## config.mk

```make
export PLATFORM = sky130hd
export DESIGN_NAME = intc_accept
export DESIGN_NICKNAME = d
export VERILOG_FILES = /design/src/intc_pkg.sv /design/src/intc_phase_timer.sv /design/src/intc_select.sv /design/src/intc_accept.sv
export VERILOG_INCLUDE_DIRS = /design/src /design/src/src
export SDC_FILE = /design/constraint.sdc
export NUM_CORES = 1
export LEC_CHECK = 0
export CAP_MARGIN = 20
export CORE_AREA = 5 5 121 123
export DETAILED_ROUTE_END_ITERATION = 16
export DIE_AREA = 0 0 126 128
export DONT_BUFFER_PORTS = 1
export HOLD_SLACK_MARGIN = 0.02
export MAX_ROUTING_LAYER = met4
export PLACE_DENSITY = 0.56
export SLEW_MARGIN = 20
export SYNTH_ARGS = -nofsm -noshare
export SYNTH_HDL_FRONTEND = slang
export SYNTH_SLANG_ARGS = --single-unit
```

## constraint.sdc

```tcl
create_clock -name mclk -period 3.4 [get_ports mclk]
set_input_delay 0.17 -clock mclk [delete_from_list [all_inputs] [get_ports mclk]]
set_output_delay 0.17 -clock mclk [all_outputs]
set_load 0.02 [all_outputs]
```

## src/intc_regs.svh

```systemverilog
// Constants of the interrupt acceptance block
//
// Operation
// - Mask scheme select 1: maskable requests gated by interrupt mask bit alone.
// - Non-maskable request always accepted except in reset or hardware standby.
// - Each maskable source has an enable bit; disabled requests never reach selection.
// - Scheme 1: mask bit 1 blocks all maskable; level 1 outranks level 0.
// - Highest level wins; ties broken by fixed source order; others stay pending.
// - Exception handling starts only after current instruction completes.
// - Program counter and condition register pushed; pushed counter is return address.
// - Scheme 1: after stacking, set interrupt mask bit to 1.
// - Scheme 0: after stacking, set interrupt mask and user mask bits.
// - Form vector address, read handler address, start service routine there.
// - Scheme 0: level 0 requests blocked whenever interrupt mask bit is 1.
// - Scheme 0: level 1 blocked only when both mask bits are 1.
// - Scheme 0 with mask bit 0: accept any selected request.
// - Priority decision takes 2 states external, 1 state on-chip.
// - Stack, vector, prefetch: 4, 8 or 12 states by bus type.
// - Internal processing takes 4 states whatever the memory.
// - Instruction completion wait: 1-23, up to 27, up to 31 states.
// - Wait states on three-state external access lengthen each memory phase.
// - Prefetch phase: one prefetch after acceptance plus first handler instruction.
// - Smaller vector number has higher default priority, applies after reset.
// - Eight external request lines use vectors 12 to 19, any pin direction.
// - Vector slot is four bytes; low 16 address bits are four times number.
`ifndef INTC_REGS_SVH
`define INTC_REGS_SVH
`define NMI_VECTOR      6'h07
`define EXT_VECTOR_BASE 6'h0c
`define INT_VECTOR_BASE 6'h14
`define EXT_DECIDE_ST   3'h2
`define INT_DECIDE_ST   3'h1
`define MEM_ST_ONCHIP   5'h04
`define MEM_ST_8B2      5'h08
`define MEM_ST_8B3      5'h0c
`define INTERNAL_ST     5'h04
`define WAIT_MAX_ONCHIP 6'h17
`define WAIT_MAX_8B2    6'h1b
`define WAIT_MAX_8B3    6'h1f
`endif

```

## src/intc_pkg.sv

```systemverilog
// Types of the interrupt acceptance block
package intc_pkg;
  typedef enum logic [1:0] {BUS_ONCHIP, BUS_16B2, BUS_8B2, BUS_8B3} bus_kind_t;
  typedef struct packed {
    logic       valid;
    logic       external;
    logic       level;
    logic [5:0] vector;
  } pick_t;
  typedef struct packed {
    logic       maskBit;
    logic       userMaskBit;
  } ccr_mask_t;
  typedef enum logic [2:0] {
    PH_STACK, PH_VECTOR, PH_PREFETCH, PH_INTERNAL, PH_FETCH_FIRST
  } phase_t;
endpackage : intc_pkg

```

## src/intc_phase_timer.sv

```systemverilog
// Down counter that times one phase of the response sequence
`timescale 1ns/100ps
module intc_phase_timer
  import intc_pkg::*;
#(
  parameter int W = 6
) (
  // Clock and control
  input  wire logic         mclk,
  input  wire logic         reset,
  input  wire logic         ce,
  // Load and status
  input  wire logic         load,
  input  wire logic [W-1:0] loadValue,
  input  wire logic         extend,
  output logic              done
);
  logic [W-1:0] count;
  wire          running = count != '0;
  wire          lastTick = (count == W'(1)) && !extend;

  always_ff @(posedge mclk) begin
    if (reset) begin
      count <= '0;
    end else if (ce) begin
      if (load) begin
        count <= loadValue;
      end else if (running && !extend) begin
        count <= count - W'(1);
      end
    end
  end

  assign done = running && lastTick && ce;
endmodule : intc_phase_timer

```

## src/intc_select.sv

```systemverilog
// Masking and priority selection of enabled requests
`timescale 1ns/100ps
`include "intc_regs.svh"
module intc_select
  import intc_pkg::*;
#(
  parameter int NEXT = 8,
  parameter int NINT = 16
) (
  // Requests and enables
  input  wire logic [NEXT-1:0] extReq,
  input  wire logic [NEXT-1:0] extEnable,
  input  wire logic [NEXT-1:0] extLevel,
  input  wire logic [NINT-1:0] intReq,
  input  wire logic [NINT-1:0] intEnable,
  input  wire logic [NINT-1:0] intLevel,
  // Mask state
  input  wire logic            maskSchemeSelect,
  input  wire ccr_mask_t       ccrMask,
  // Result
  output pick_t                pick
);
  localparam int N = NEXT + NINT;
  wire [N-1:0] req = {intReq & intEnable, extReq & extEnable};
  wire [N-1:0] lvl = {intLevel, extLevel};
  // Scheme 1 ignores the user mask bit; scheme 0 lets level 1 pass with user mask 0
  wire passLevel0 = !ccrMask.maskBit;
  wire passLevel1 = !ccrMask.maskBit ||
                    (!maskSchemeSelect && !ccrMask.userMaskBit);
  wire [N-1:0] open = req & ((lvl & {N{passLevel1}}) | (~lvl & {N{passLevel0}}));
  wire [N-1:0] hiSet = open & lvl;
  wire [N-1:0] useSet = (hiSet != '0) ? hiSet : open;

  always_comb begin
    pick = '0;
    // Lowest index is the smallest vector number and wins ties
    for (int i = N - 1; i >= 0; i--) begin
      if (useSet[i]) begin
        pick.valid    = 1'b1;
        pick.external = i < NEXT;
        pick.level    = lvl[i];
        pick.vector   = (i < NEXT) ? `EXT_VECTOR_BASE + 6'(i)
                                   : `INT_VECTOR_BASE + 6'(i - NEXT);
      end
    end
  end
endmodule : intc_select

```

## src/intc_accept.sv

```systemverilog
// Interrupt acceptance and exception-handling sequencer
`timescale 1ns/100ps
`include "intc_regs.svh"
module intc_accept
  import intc_pkg::*;
#(
  parameter int NEXT = 8,
  parameter int NINT = 16
) (
  // Clock, reset, enable
  input  wire logic            mclk,
  input  wire logic            reset,
  input  wire logic            ce,
  input  wire logic            hardwareStandby,
  // Request sources
  input  wire logic            nmiReq,
  input  wire logic [NEXT-1:0] extReq,
  input  wire logic [NEXT-1:0] extEnable,
  input  wire logic [NINT-1:0] intReq,
  input  wire logic [NINT-1:0] intEnable,
  // Configuration
  input  wire logic [NEXT-1:0] extLevel,
  input  wire logic [NINT-1:0] intLevel,
  input  wire logic            maskSchemeSelect,
  input  wire bus_kind_t       busKind,
  input  wire logic            waitRequest,
  // Condition register masks and counter from the core
  input  wire ccr_mask_t       ccrMask,
  input  wire logic [23:0]     returnCounter,
  // Sequencer handshake
  input  wire logic            instrDone,
  output logic                 cpuReq,
  output logic [5:0]           cpuVector,
  input  wire logic            cpuAck,
  // Exception handling effects
  output logic                 stackPush,
  output logic [23:0]          stackedCounter,
  output logic [7:0]           stackedCcrMask,
  output logic                 setMaskBit,
  output logic                 setUserMaskBit,
  output logic [15:0]          vectorAddress,
  output logic                 vectorFetch,
  output logic                 prefetch,
  output logic                 routineStart,
  output logic                 busy
);
  typedef enum {S_IDLE, S_DECIDE, S_OFFER, S_WAIT_INSTR, S_RUN} state_t;
  state_t state;
  phase_t phase;
  pick_t  pick;
  pick_t  held;
  logic [2:0] decideCount;
  logic [5:0] instrCount;
  logic       timerLoad;
  logic [5:0] timerValue;
  logic       timerDone;

  ////////////////////////////////////////////////////////////////////////////
  // Selection among maskable sources
  intc_select #(.NEXT(NEXT), .NINT(NINT)) u_select (
    .extReq           (extReq),
    .extEnable        (extEnable),
    .extLevel         (extLevel),
    .intReq           (intReq),
    .intEnable        (intEnable),
    .intLevel         (intLevel),
    .maskSchemeSelect (maskSchemeSelect),
    .ccrMask          (ccrMask),
    .pick             (pick)
  );

  // Non-maskable wins over anything, standby blocks it
  wire   nmiLive = nmiReq && !hardwareStandby;
  pick_t candidate;
  assign candidate = nmiLive ? pick_t'{valid: 1'b1, external: 1'b1, level: 1'b1,
                                       vector: `NMI_VECTOR} : pick;

  ////////////////////////////////////////////////////////////////////////////
  // Timing selected by memory type
  wire [4:0] memStates = (busKind == BUS_8B3) ? `MEM_ST_8B3 :
                         (busKind == BUS_8B2) ? `MEM_ST_8B2 : `MEM_ST_ONCHIP;
  wire [5:0] instrMax  = (busKind == BUS_8B3) ? `WAIT_MAX_8B3 :
                         (busKind == BUS_8B2) ? `WAIT_MAX_8B2 : `WAIT_MAX_ONCHIP;
  // Wait states only stretch three-state external accesses
  wire       memExtend = waitRequest && (busKind == BUS_8B3) &&
                         (phase != PH_INTERNAL);
  wire [2:0] decideStates = candidate.external ? `EXT_DECIDE_ST : `INT_DECIDE_ST;
  wire       instrEnd  = instrDone || (instrCount == instrMax);
  wire       lastPhase = phase == PH_FETCH_FIRST;

  always_comb begin
    timerLoad  = 1'b0;
    timerValue = 6'(memStates);
    if (state == S_WAIT_INSTR && instrEnd) begin
      timerLoad = 1'b1;
    end else if (state == S_RUN && timerDone && !lastPhase) begin
      timerLoad  = 1'b1;
      timerValue = (phase == PH_PREFETCH) ? 6'(`INTERNAL_ST) : 6'(memStates);
    end
  end

  intc_phase_timer #(.W(6)) u_timer (
    .mclk      (mclk),
    .reset     (reset),
    .ce        (ce),
    .load      (timerLoad),
    .loadValue (timerValue),
    .extend    (memExtend),
    .done      (timerDone)
  );

  ////////////////////////////////////////////////////////////////////////////
  // Acceptance state machine
  always_ff @(posedge mclk) begin
    if (reset) begin
      state       <= S_IDLE;
      phase       <= PH_STACK;
      held        <= '0;
      decideCount <= 3'h0;
      instrCount  <= 6'h00;
    end else if (ce) begin
      unique case (state)
        S_IDLE: begin
          // Masked requests are not latched, so they stay pending at source
          if (candidate.valid) begin
            state       <= S_DECIDE;
            decideCount <= 3'h1;
          end
        end
        S_DECIDE: begin
          if (!candidate.valid) begin
            state <= S_IDLE;
          end else if (decideCount >= decideStates) begin
            held  <= candidate;
            state <= S_OFFER;
          end else begin
            decideCount <= decideCount + 3'h1;
          end
        end
        S_OFFER: begin
          if (cpuAck) begin
            state      <= S_WAIT_INSTR;
            instrCount <= 6'h01;
          end
        end
        S_WAIT_INSTR: begin
          if (instrEnd) begin
            state <= S_RUN;
            phase <= PH_STACK;
          end else begin
            instrCount <= instrCount + 6'h01;
          end
        end
        S_RUN: begin
          if (timerDone) begin
            unique case (phase)
              PH_STACK:       phase <= PH_VECTOR;
              PH_VECTOR:      phase <= PH_PREFETCH;
              PH_PREFETCH:    phase <= PH_INTERNAL;
              PH_INTERNAL:    phase <= PH_FETCH_FIRST;
              PH_FETCH_FIRST: state <= S_IDLE;
              default:        state <= S_IDLE;
            endcase
          end
        end
      endcase
    end
  end

  ////////////////////////////////////////////////////////////////////////////
  // Outputs: effects and cpuVector held in flip-flops, cpuReq and phase strobes decoded from state
  wire stackEnd  = state == S_RUN && phase == PH_STACK && timerDone;
  wire startPush = state == S_WAIT_INSTR && instrEnd && ce;

  always_ff @(posedge mclk) begin
    if (reset) begin
      cpuVector      <= 6'h00;
      stackedCounter <= 24'h000000;
      stackedCcrMask <= 8'h00;
      setMaskBit     <= 1'b0;
      setUserMaskBit <= 1'b0;
      vectorAddress  <= 16'h0000;
      routineStart   <= 1'b0;
    end else if (ce) begin
      cpuVector <= held.vector;
      if (startPush) begin
        stackedCounter <= returnCounter;
        stackedCcrMask <= {6'h00, ccrMask.userMaskBit, ccrMask.maskBit};
        vectorAddress  <= {8'h00, held.vector, 2'b00};
      end
      setMaskBit     <= stackEnd;
      setUserMaskBit <= stackEnd && !maskSchemeSelect;
      routineStart   <= state == S_RUN && lastPhase && timerDone;
    end
  end

  assign cpuReq      = state == S_OFFER;
  assign stackPush   = state == S_RUN && phase == PH_STACK;
  assign vectorFetch = state == S_RUN && phase == PH_VECTOR;
  assign prefetch    = state == S_RUN &&
                       (phase == PH_PREFETCH || phase == PH_FETCH_FIRST);
  assign busy        = state != S_IDLE;
endmodule : intc_accept

```

==> results of run 1 <==
## through the flow
step	setup slack [ps]	area, um2	hold slack (ps)	power (uW)
2_1_floorplan	174	4620	306	1330
3_3_place_gp	166	4630	244	1380
3_5_place_dp	166	4630	246	1390
4_1_cts	501	5260	88.8	2450
5_1_grt	301	5260	98.8	2560
6_report	478	5260	102	2420
## cells by family after synthesis
logic type / synth area share [%]
adder cells (fa/ha/maj): 1.92
buffers and inverters: 8.08
AO/OA/AOI/OAI: 26.0
multiplexers: 2.41
AND/OR/NAND/NOR: 30.4
other: 0.0821
flip-flops: 29.8
XOR/XNOR: 1.34
## flip-flops by register name, summed over array words and instances (netlist names), 2 cells and up
name            flops
stackedCcrMask      2
state               3
decideCount         3
u_timer.count       6
held                6
phase               3
stackedCounter     24
vectorAddress       6
cpuVector           6
instrCount          6
## cell usage in the layout, fill, tap and decap left out, types with 3 or more instances in the layout
cell type,count
dfxtp_1,68
nand2b_1,9
nor2_1,49
nand4_1,6
nand2_1,123
xor2_1,4
nor4_1,5
a41oi_1,3
o221a_2,3
nor3_1,6
a21oi_2,3
a21oi_1,77
a211oi_1,9
a31oi_1,7
ha_1,7
clkbuf_16,9
buf_4,12
o211ai_1,5
inv_1,15
o22ai_1,3
dlygate4sd3_1,27
xnor2_1,3
nand3_1,32
conb_1,16
mux2i_1,11
o21ai_0,18
o21a_1,6
and3_1,4
nor2b_1,3
nand3b_1,3
or2_2,5
nor3_2,3
or3b_1,17
## what timing repair did
item	CTS	global route
endpoints found under the setup margin	0	0
hold buffers	28	0
buffers inserted	0	0
hold endpoints to repair	59	0
## how the worst max path moves through the flow
stage	startpoint	to	cells past startpoint
6_report	ccrMask[0]	decideCount[1]	13
5_1_grt	ccrMask[0]	decideCount[1]	12
4_1_cts	ccrMask[0]	decideCount[1]	13
3_5_place_dp	ccrMask[0]	decideCount[1]	13
3_3_place_gp	ccrMask[0]	decideCount[1]	12
2_1_floorplan	extReq[5]	decideCount[1]	13
## power breakdown
part	leakage, uW	internal (uW)	switching (uW)
Sequential	0.000549	838	42.6
Clock	0.000162	661	337
Combinational	0.00117	232	310
Total	0.00188	1730	690
## layer usage
layer / share of wire, % / vias to the layer above / wire length [um] / GRT usage (%)
met5: 0 / - / 0 / -
met4: 2.3 / 0 / 327 / 5.30
met3: 8.4 / 36 / 1220 / 6.13
met2: 50 / 187 / 7210 / 30.4
met1: 39 / 2076 / 5690 / 20.1
li1: - / 2205 / - / -
## worst reg2reg max path, delay by kind of cell, from the launching register on
kind	cells	cell delay, ps
flops	1	340
simple gates	4	810
compound gates	5	1280
## area by class of cell
type / instances / area (um2)
multi-input cells: 498 / 2900
flip-flops and latches: 68 / 1360
well taps: 180 / 225
inverters: 15 / 56.3
repair buffers: 40 / 388
clock buffers: 10 / 239
fillers: 1395 / 8300
clock inverters: 6 / 87.6
==> metrics.md, run 1 <==
| Metric | Value |
|---|---|
| Crit start category | `input pin` |
| Largest net degree at the start of global routing | `60` |
| Static leakage | `0.00188 uW` |
| TritonCTS clock tree | `yes` |
| Clk_skew | `3.71 ps` |
| Mean Syn Cell Area | `7.44 um2` |
| Crit path kind | `in -> reg` |
| Peak supply drop | `0.000258 V` |
| Post-synth top area cell | `dfxtp_1` |
| Residual DRC count | `0` |
| Library cells used by synthesis | `77` |
| Area Overhead vs Synth | `15.1%` |
| Crit end category | `register` |
| Final Non-Filler Cells | `817` |
| Synth cell count leaders | `nand2_1 (123), a21oi_1 (77), dfxtp_1 (68)` |
| Rows | `43` |
| Worst path cell trace | `o21ai_2, nand4_4, and4b_1, buf_4, a31oi_4, o221ai_2, and2b_1, ha_1, nand2b_1, a211o_1, a2111o_1, or2_1, a21oi_1` |
| CP top delay family | `compound AO/OA/AOI/OAI gates` |
| Worst slew pin tran | `810 ps` |
| Vias | `4,504` |
| Max transition margin | `45.9%` |
| All-Layer GR Usage | `17.9%` |
| Final setup viols | `0` |
| CP peak stage delay | `470 ps` |
| Critical Path AT | `3180 ps` |
| Worst hold path stage count | `2` |
| Initial DRC Count | `419` |
| Post-Syn Area | `4570 um2` |
| Vias in the first global route | `4,486` |
| Final period util | `85.9%` |
| Slowest-stage cell, CP | `a2111o_1` |
| R2R Path Start | `u_timer.count[2]` |
| Starting density of the core | `33.7%` |
| Total routed wirelength | `14,400 um` |
| Num ports | `171` |
| Fraction of layout instances using a drive strength above 1 | `9.26%` |
| Ant diodes | `0` |
| Fin crit period | `2920 ps` |
| Chip width | `126 um` |
| Antenna violations before repair | `0` |
| Final net count | `748` |
| Synth Register Bits | `68` |
| Hold Vio Cnt, Final | `0` |
| Placed wire-length estimate | `10,800 um` |
| First-pass GRT wire length | `23,100 um` |
| Reg-to-Reg End | `phase[1]` |
| HP Start | `reset` |
| Placed cells | `773` |
| CTS sink cnt | `68` |
| # port buffers | `0` |
| YS warnings | `0` |
| Post-CTS Resized | `0` |
| Wirelength per Cell | `17.7 um` |
| Max-slew violation count | `0` |
| Cell area power density | `461 nW/um2` |
| Most common cell in the netlist | `nand2_1` |
| CTS Buffer Depth | `2` |
| Post-synth EDFFs | `0` |
| Reg2Reg Setup Slack | `830 ps` |
| Die Ht | `128 um` |
| Post-synth top area share | `29.8%` |
| Crit path max fanout | `23` |
| Top cells by area, synth | `dfxtp_1 (30%), nand2_1 (10%), a21oi_1 (8.4%)` |
| CTS clock-pin slew for the worst setup and hold paths | `60 ps` |
| H-tree depth | `3` |
| Grt total ovfl | `0` |
| Synth Instances | `614` |
| RSZ-0062 raised after global routing | `no` |
| Final GP Congestion | `0.903` |
| CTS root buf | `clkbuf_16` |
| Post-route ant nets | `0` |
| Worst hold path type | `in -> reg` |
| Reg2reg path depth | `9` |
| Status | `complete, no violations` |
| Worst hold path endpoint | `instrCount[5]` |
| Core area | `13,600 um2` |
| Worst Path Buf+Inv | `1` |
| Skew-Pair Late Insertion Delay | `320 ps` |
| Setup TNS | `0 ps` |
| Max_cap viols | `0` |
| CTS Buf Count | `9` |
| Async SR Flop Fraction | `0%` |
| Die area | `16,100 um2` |
| Seq/Total Area, Yosys | `29.8%` |
| Max Freq | `342 MHz` |
| Most used DFF post-synth | `dfxtp_1` |
| Required time of the critical path | `3650 ps` |
| Pre-antenna DRT Iters | `5` |
| Number of vias per cell | `5.51` |
| Finished Core Util | `38.8%` |
No activity file was read; power rests on OpenSTA's default activity.
==> run 2, diff against run 1 <==
--- a/config.mk
+++ b/config.mk
@@ -7,13 +7,13 @@
 export NUM_CORES = 1
 export LEC_CHECK = 0
 export CAP_MARGIN = 20
-export CORE_AREA = 5 5 121 123
+export CORE_AREA = 2 2 118 120
 export DETAILED_ROUTE_END_ITERATION = 16
-export DIE_AREA = 0 0 126 128
+export DIE_AREA = 0 0 120 122
 export DONT_BUFFER_PORTS = 1
 export HOLD_SLACK_MARGIN = 0.02
 export MAX_ROUTING_LAYER = met4
-export PLACE_DENSITY = 0.56
+export PLACE_DENSITY = 0.54
 export SLEW_MARGIN = 20
 export SYNTH_ARGS = -nofsm -noshare
 export SYNTH_HDL_FRONTEND = slang
==> constraint.sdc (replaced) <==
create_clock -name mclk -period 3.1 [get_ports mclk]
set_input_delay 0.155 -clock mclk [delete_from_list [all_inputs] [get_ports mclk]]
set_output_delay 0.155 -clock mclk [all_outputs]
set_load 0.02 [all_outputs]
==> metrics.md, run 2 (same netlist as run 1, synthesis figures left out) <==
| Metric | Value |
|---|---|
| Skew-Pair Late Insertion Delay | `320 ps (about the same)` |
| Clk_skew | `4.65 ps (+0.944 ps)` |
| Critical Path AT | `3050 ps (-130 ps)` |
| CP Capture Point | `decideCount[1]` |
| Hold slack | `85.3 ps (-16.6 ps)` |
| Die Ht | `122 um (-4.7%)` |
| Num ports | `171 (unchanged)` |
| Final setup viols | `0 (unchanged)` |
| TritonCTS clock tree | `yes` |
| Placed wire-length estimate | `10,100 um (-6.4%)` |
| Setup ws final | `306 ps (-173 ps)` |
| FF/Latch Area | `1360 um2 (unchanged)` |
| CTS Buffer Depth | `2 (unchanged)` |
| Reg2reg path depth | `9 (unchanged)` |
| Post-route ant nets | `0 (unchanged)` |
| Max Freq | `358 MHz` |
| Final GP Congestion | `0.947 (+4.9%)` |
| CP dominant cell by count | `buf_4` |
| CP top delay family | `compound AO/OA/AOI/OAI gates` |
| Sw Share | `27.0% (-1.5 points)` |
| H-tree depth | `3 (unchanged)` |
| Max reg flops | `24 (unchanged)` |
| Residual DRC count | `0 (unchanged)` |
| Crit start category | `input pin` |
| HP Start | `reset` |
| Status | `complete, no violations` |
| Post-CTS Resized | `0 (unchanged)` |
| Reg2Reg Setup Slack | `570 ps (-260 ps)` |
| Crit end category | `register` |
| Clock group share of total power | `44.0% (+2.8 points)` |
| CP peak stage delay | `410 ps (-60 ps)` |
| CTS Buf Count | `9 (unchanged)` |
| Dpl cell area | `4770 um2 (+3.1%)` |
| Starting density of the core | `33.8% (+0.13 points)` |
| Ant diodes | `0 (unchanged)` |
| RSZ-0062 raised after global routing | `no` |
| Crit path max fanout | `23 (unchanged)` |
| Worst path depth | `13 (unchanged)` |
| Largest net degree at the start of global routing | `60 (unchanged)` |
| Crit path kind | `in -> reg` |
| Total routed wirelength | `13,600 um (-5.8%)` |
| Fraction of layout instances using a drive strength above 1 | `11.6% (+2.3 points)` |
| Crit path launch | `ccrMask[0]` |
| Wirelength per Cell | `16.3 um (-7.8%)` |
| Static leakage | `0.00198 uW (+5.2%)` |
| Grt total ovfl | `0 (unchanged)` |
| Cell area power density | `517 nW/um2 (+12%)` |
| First-pass GRT wire length | `21,400 um (-7.7%)` |
| R2R Path Start | `instrCount[3]` |
| Commonest non-fill, non-tap cell in the layout | `nand2_1` |
| Worst path cell trace | `o21ai_2, buf_4, o31ai_4, buf_4, a41oi_1, o221ai_2, and2b_1, ha_1, nand2b_1, a211o_1, a2111o_1, or2_1, a21oi_1` |
| Fin crit period | `2790 ps` |
| Worst slew pin tran | `687 ps (-123 ps)` |
| Max_cap viols | `0 (unchanged)` |
| Required time of the critical path | `3360 ps (-290 ps)` |
| Vias | `4,531 (+0.60%)` |
| Area Overhead vs Synth | `19.2%` |
| Antenna violations before repair | `0 (unchanged)` |
| Max transition margin | `53.8% (+7.9 points)` |
| Final net count | `766 (+2.4%)` |
| # port buffers | `0 (unchanged)` |
| Most frequent cells in the layout | `nand2_1 (123), a21oi_1 (77), dfxtp_1 (68)` |
| Area of the multi-input gates | `2910 um2 (+0.47%)` |
| Reg with most FFs | `stackedCounter` |
| Reg-to-Reg End | `stackedCounter[10]` |
| Switching power | `760 uW (+10%)` |
| Chip width | `120 um (-4.8%)` |
| Worst hold path type | `in -> reg` |
| Sequential Power Share | `34.3% (-2.1 points)` |
| Peak supply drop | `0.000312 V (+21%)` |
| Final period util | `90.1%` |
| CTS sink cnt | `68 (unchanged)` |
| Worst Path Buf+Inv | `2 (+1)` |
| Core area | `13,500 um2 (-0.40%)` |
| Number of vias per cell | `5.43 (-1.6%)` |
| CTS clock-pin slew for the worst setup and hold paths | `50 ps (about the same)` |
| Int Power | `2060 uW (+19%)` |
| Max-slew violation count | `0 (unchanged)` |
| Fill cell count | `1,385 (-0.72%)` |
| Die area | `14,600 um2 (-9.2%)` |
| Slowest-stage cell, CP | `a2111o_1` |
| Gate power share | `21.7% (-0.7 points)` |
| CTS root buf | `clkbuf_16` |
| Setup WS pre-CTS | `-24.1 ps (-190 ps)` |
| Vias in the first global route | `4,236 (-5.6%)` |
| All-Layer GR Usage | `18.9% (+1.0 points)` |
| Initial DRC Count | `293 (-30%)` |
| Hold Vio Cnt, Final | `0 (unchanged)` |
| Rows | `43 (unchanged)` |
| Pre-antenna DRT Iters | `5 (unchanged)` |
| Post-route cell area | `5450 um2 (+3.6%)` |
==> run 2: area by class of cell <==
class / count / area share [%]
multi-input cells: 498 / 53.5
flip-flops and latches: 68 / 25.0
repair buffers: 58 / 9.65
clock buffers: 10 / 4.20
well taps: 180 / 4.14
clock inverters: 6 / 2.50
inverters: 15 / 1.03
==> run 2: metrics by stage <==
step           setup TNS (ps)  power, uW  utilization [%]  cells
2_1_floorplan               0       1460                -    629
3_3_place_gp                0       1530             35.3    790
3_5_place_dp            -24.1       1550             35.3    790
4_1_cts                     0       2850             40.3    835
5_1_grt                     0       2960             40.3    835
6_report                    0       2820             40.3    835
==> run 2: worst min path at each step <==
stage / end / slack, ps / cells after the start
global route: instrCount[2] / 80 / 2
CTS: setUserMaskBit / 70 / 3
detailed placement: stackedCounter[16] / 230 / 1
global placement: stackedCounter[15] / 230 / 1
finish: instrCount[5] / 90 / 2
floorplan: stackedCounter[10] / 290 / 2
==> run 2: what timing repair did <==
| item | 4_1_cts | 5_1_grt |
|---|---|---|
| setup endpoints to repair | 0 | 0 |
| hold buffers | 29 | 0 |
| hold endpoints to repair | 59 | 0 |
| setup buffers | 0 | 0 |
==> run 2: power by group through the flow <==
stage,combinational [uW],sequential [uW],clock (uW)
CTS,612,966,1270
finish,613,966,1240
global placement,552,983,0
global route,687,972,1300
detailed placement,563,984,0
floorplan,492,970,0
==> run 2: per-layer routing <==
layer	vias to the layer above	GRT usage (%)	wire [um]
met5	-	-	0
met4	0	5.96	305
met3	23	5.48	1100
met2	155	30.1	6370
met1	2115	23.2	5830
li1	2238	-	-
==> run 2: worst register-to-register path: cells and delay by family, from the launching register on <==
kind | cells | cell delay, ps
DFF | 1 | 420
and+or+nand+nor | 3 | 330
buffers and inverters | 2 | 890
AOI/OAI and AO/OA | 4 | 810
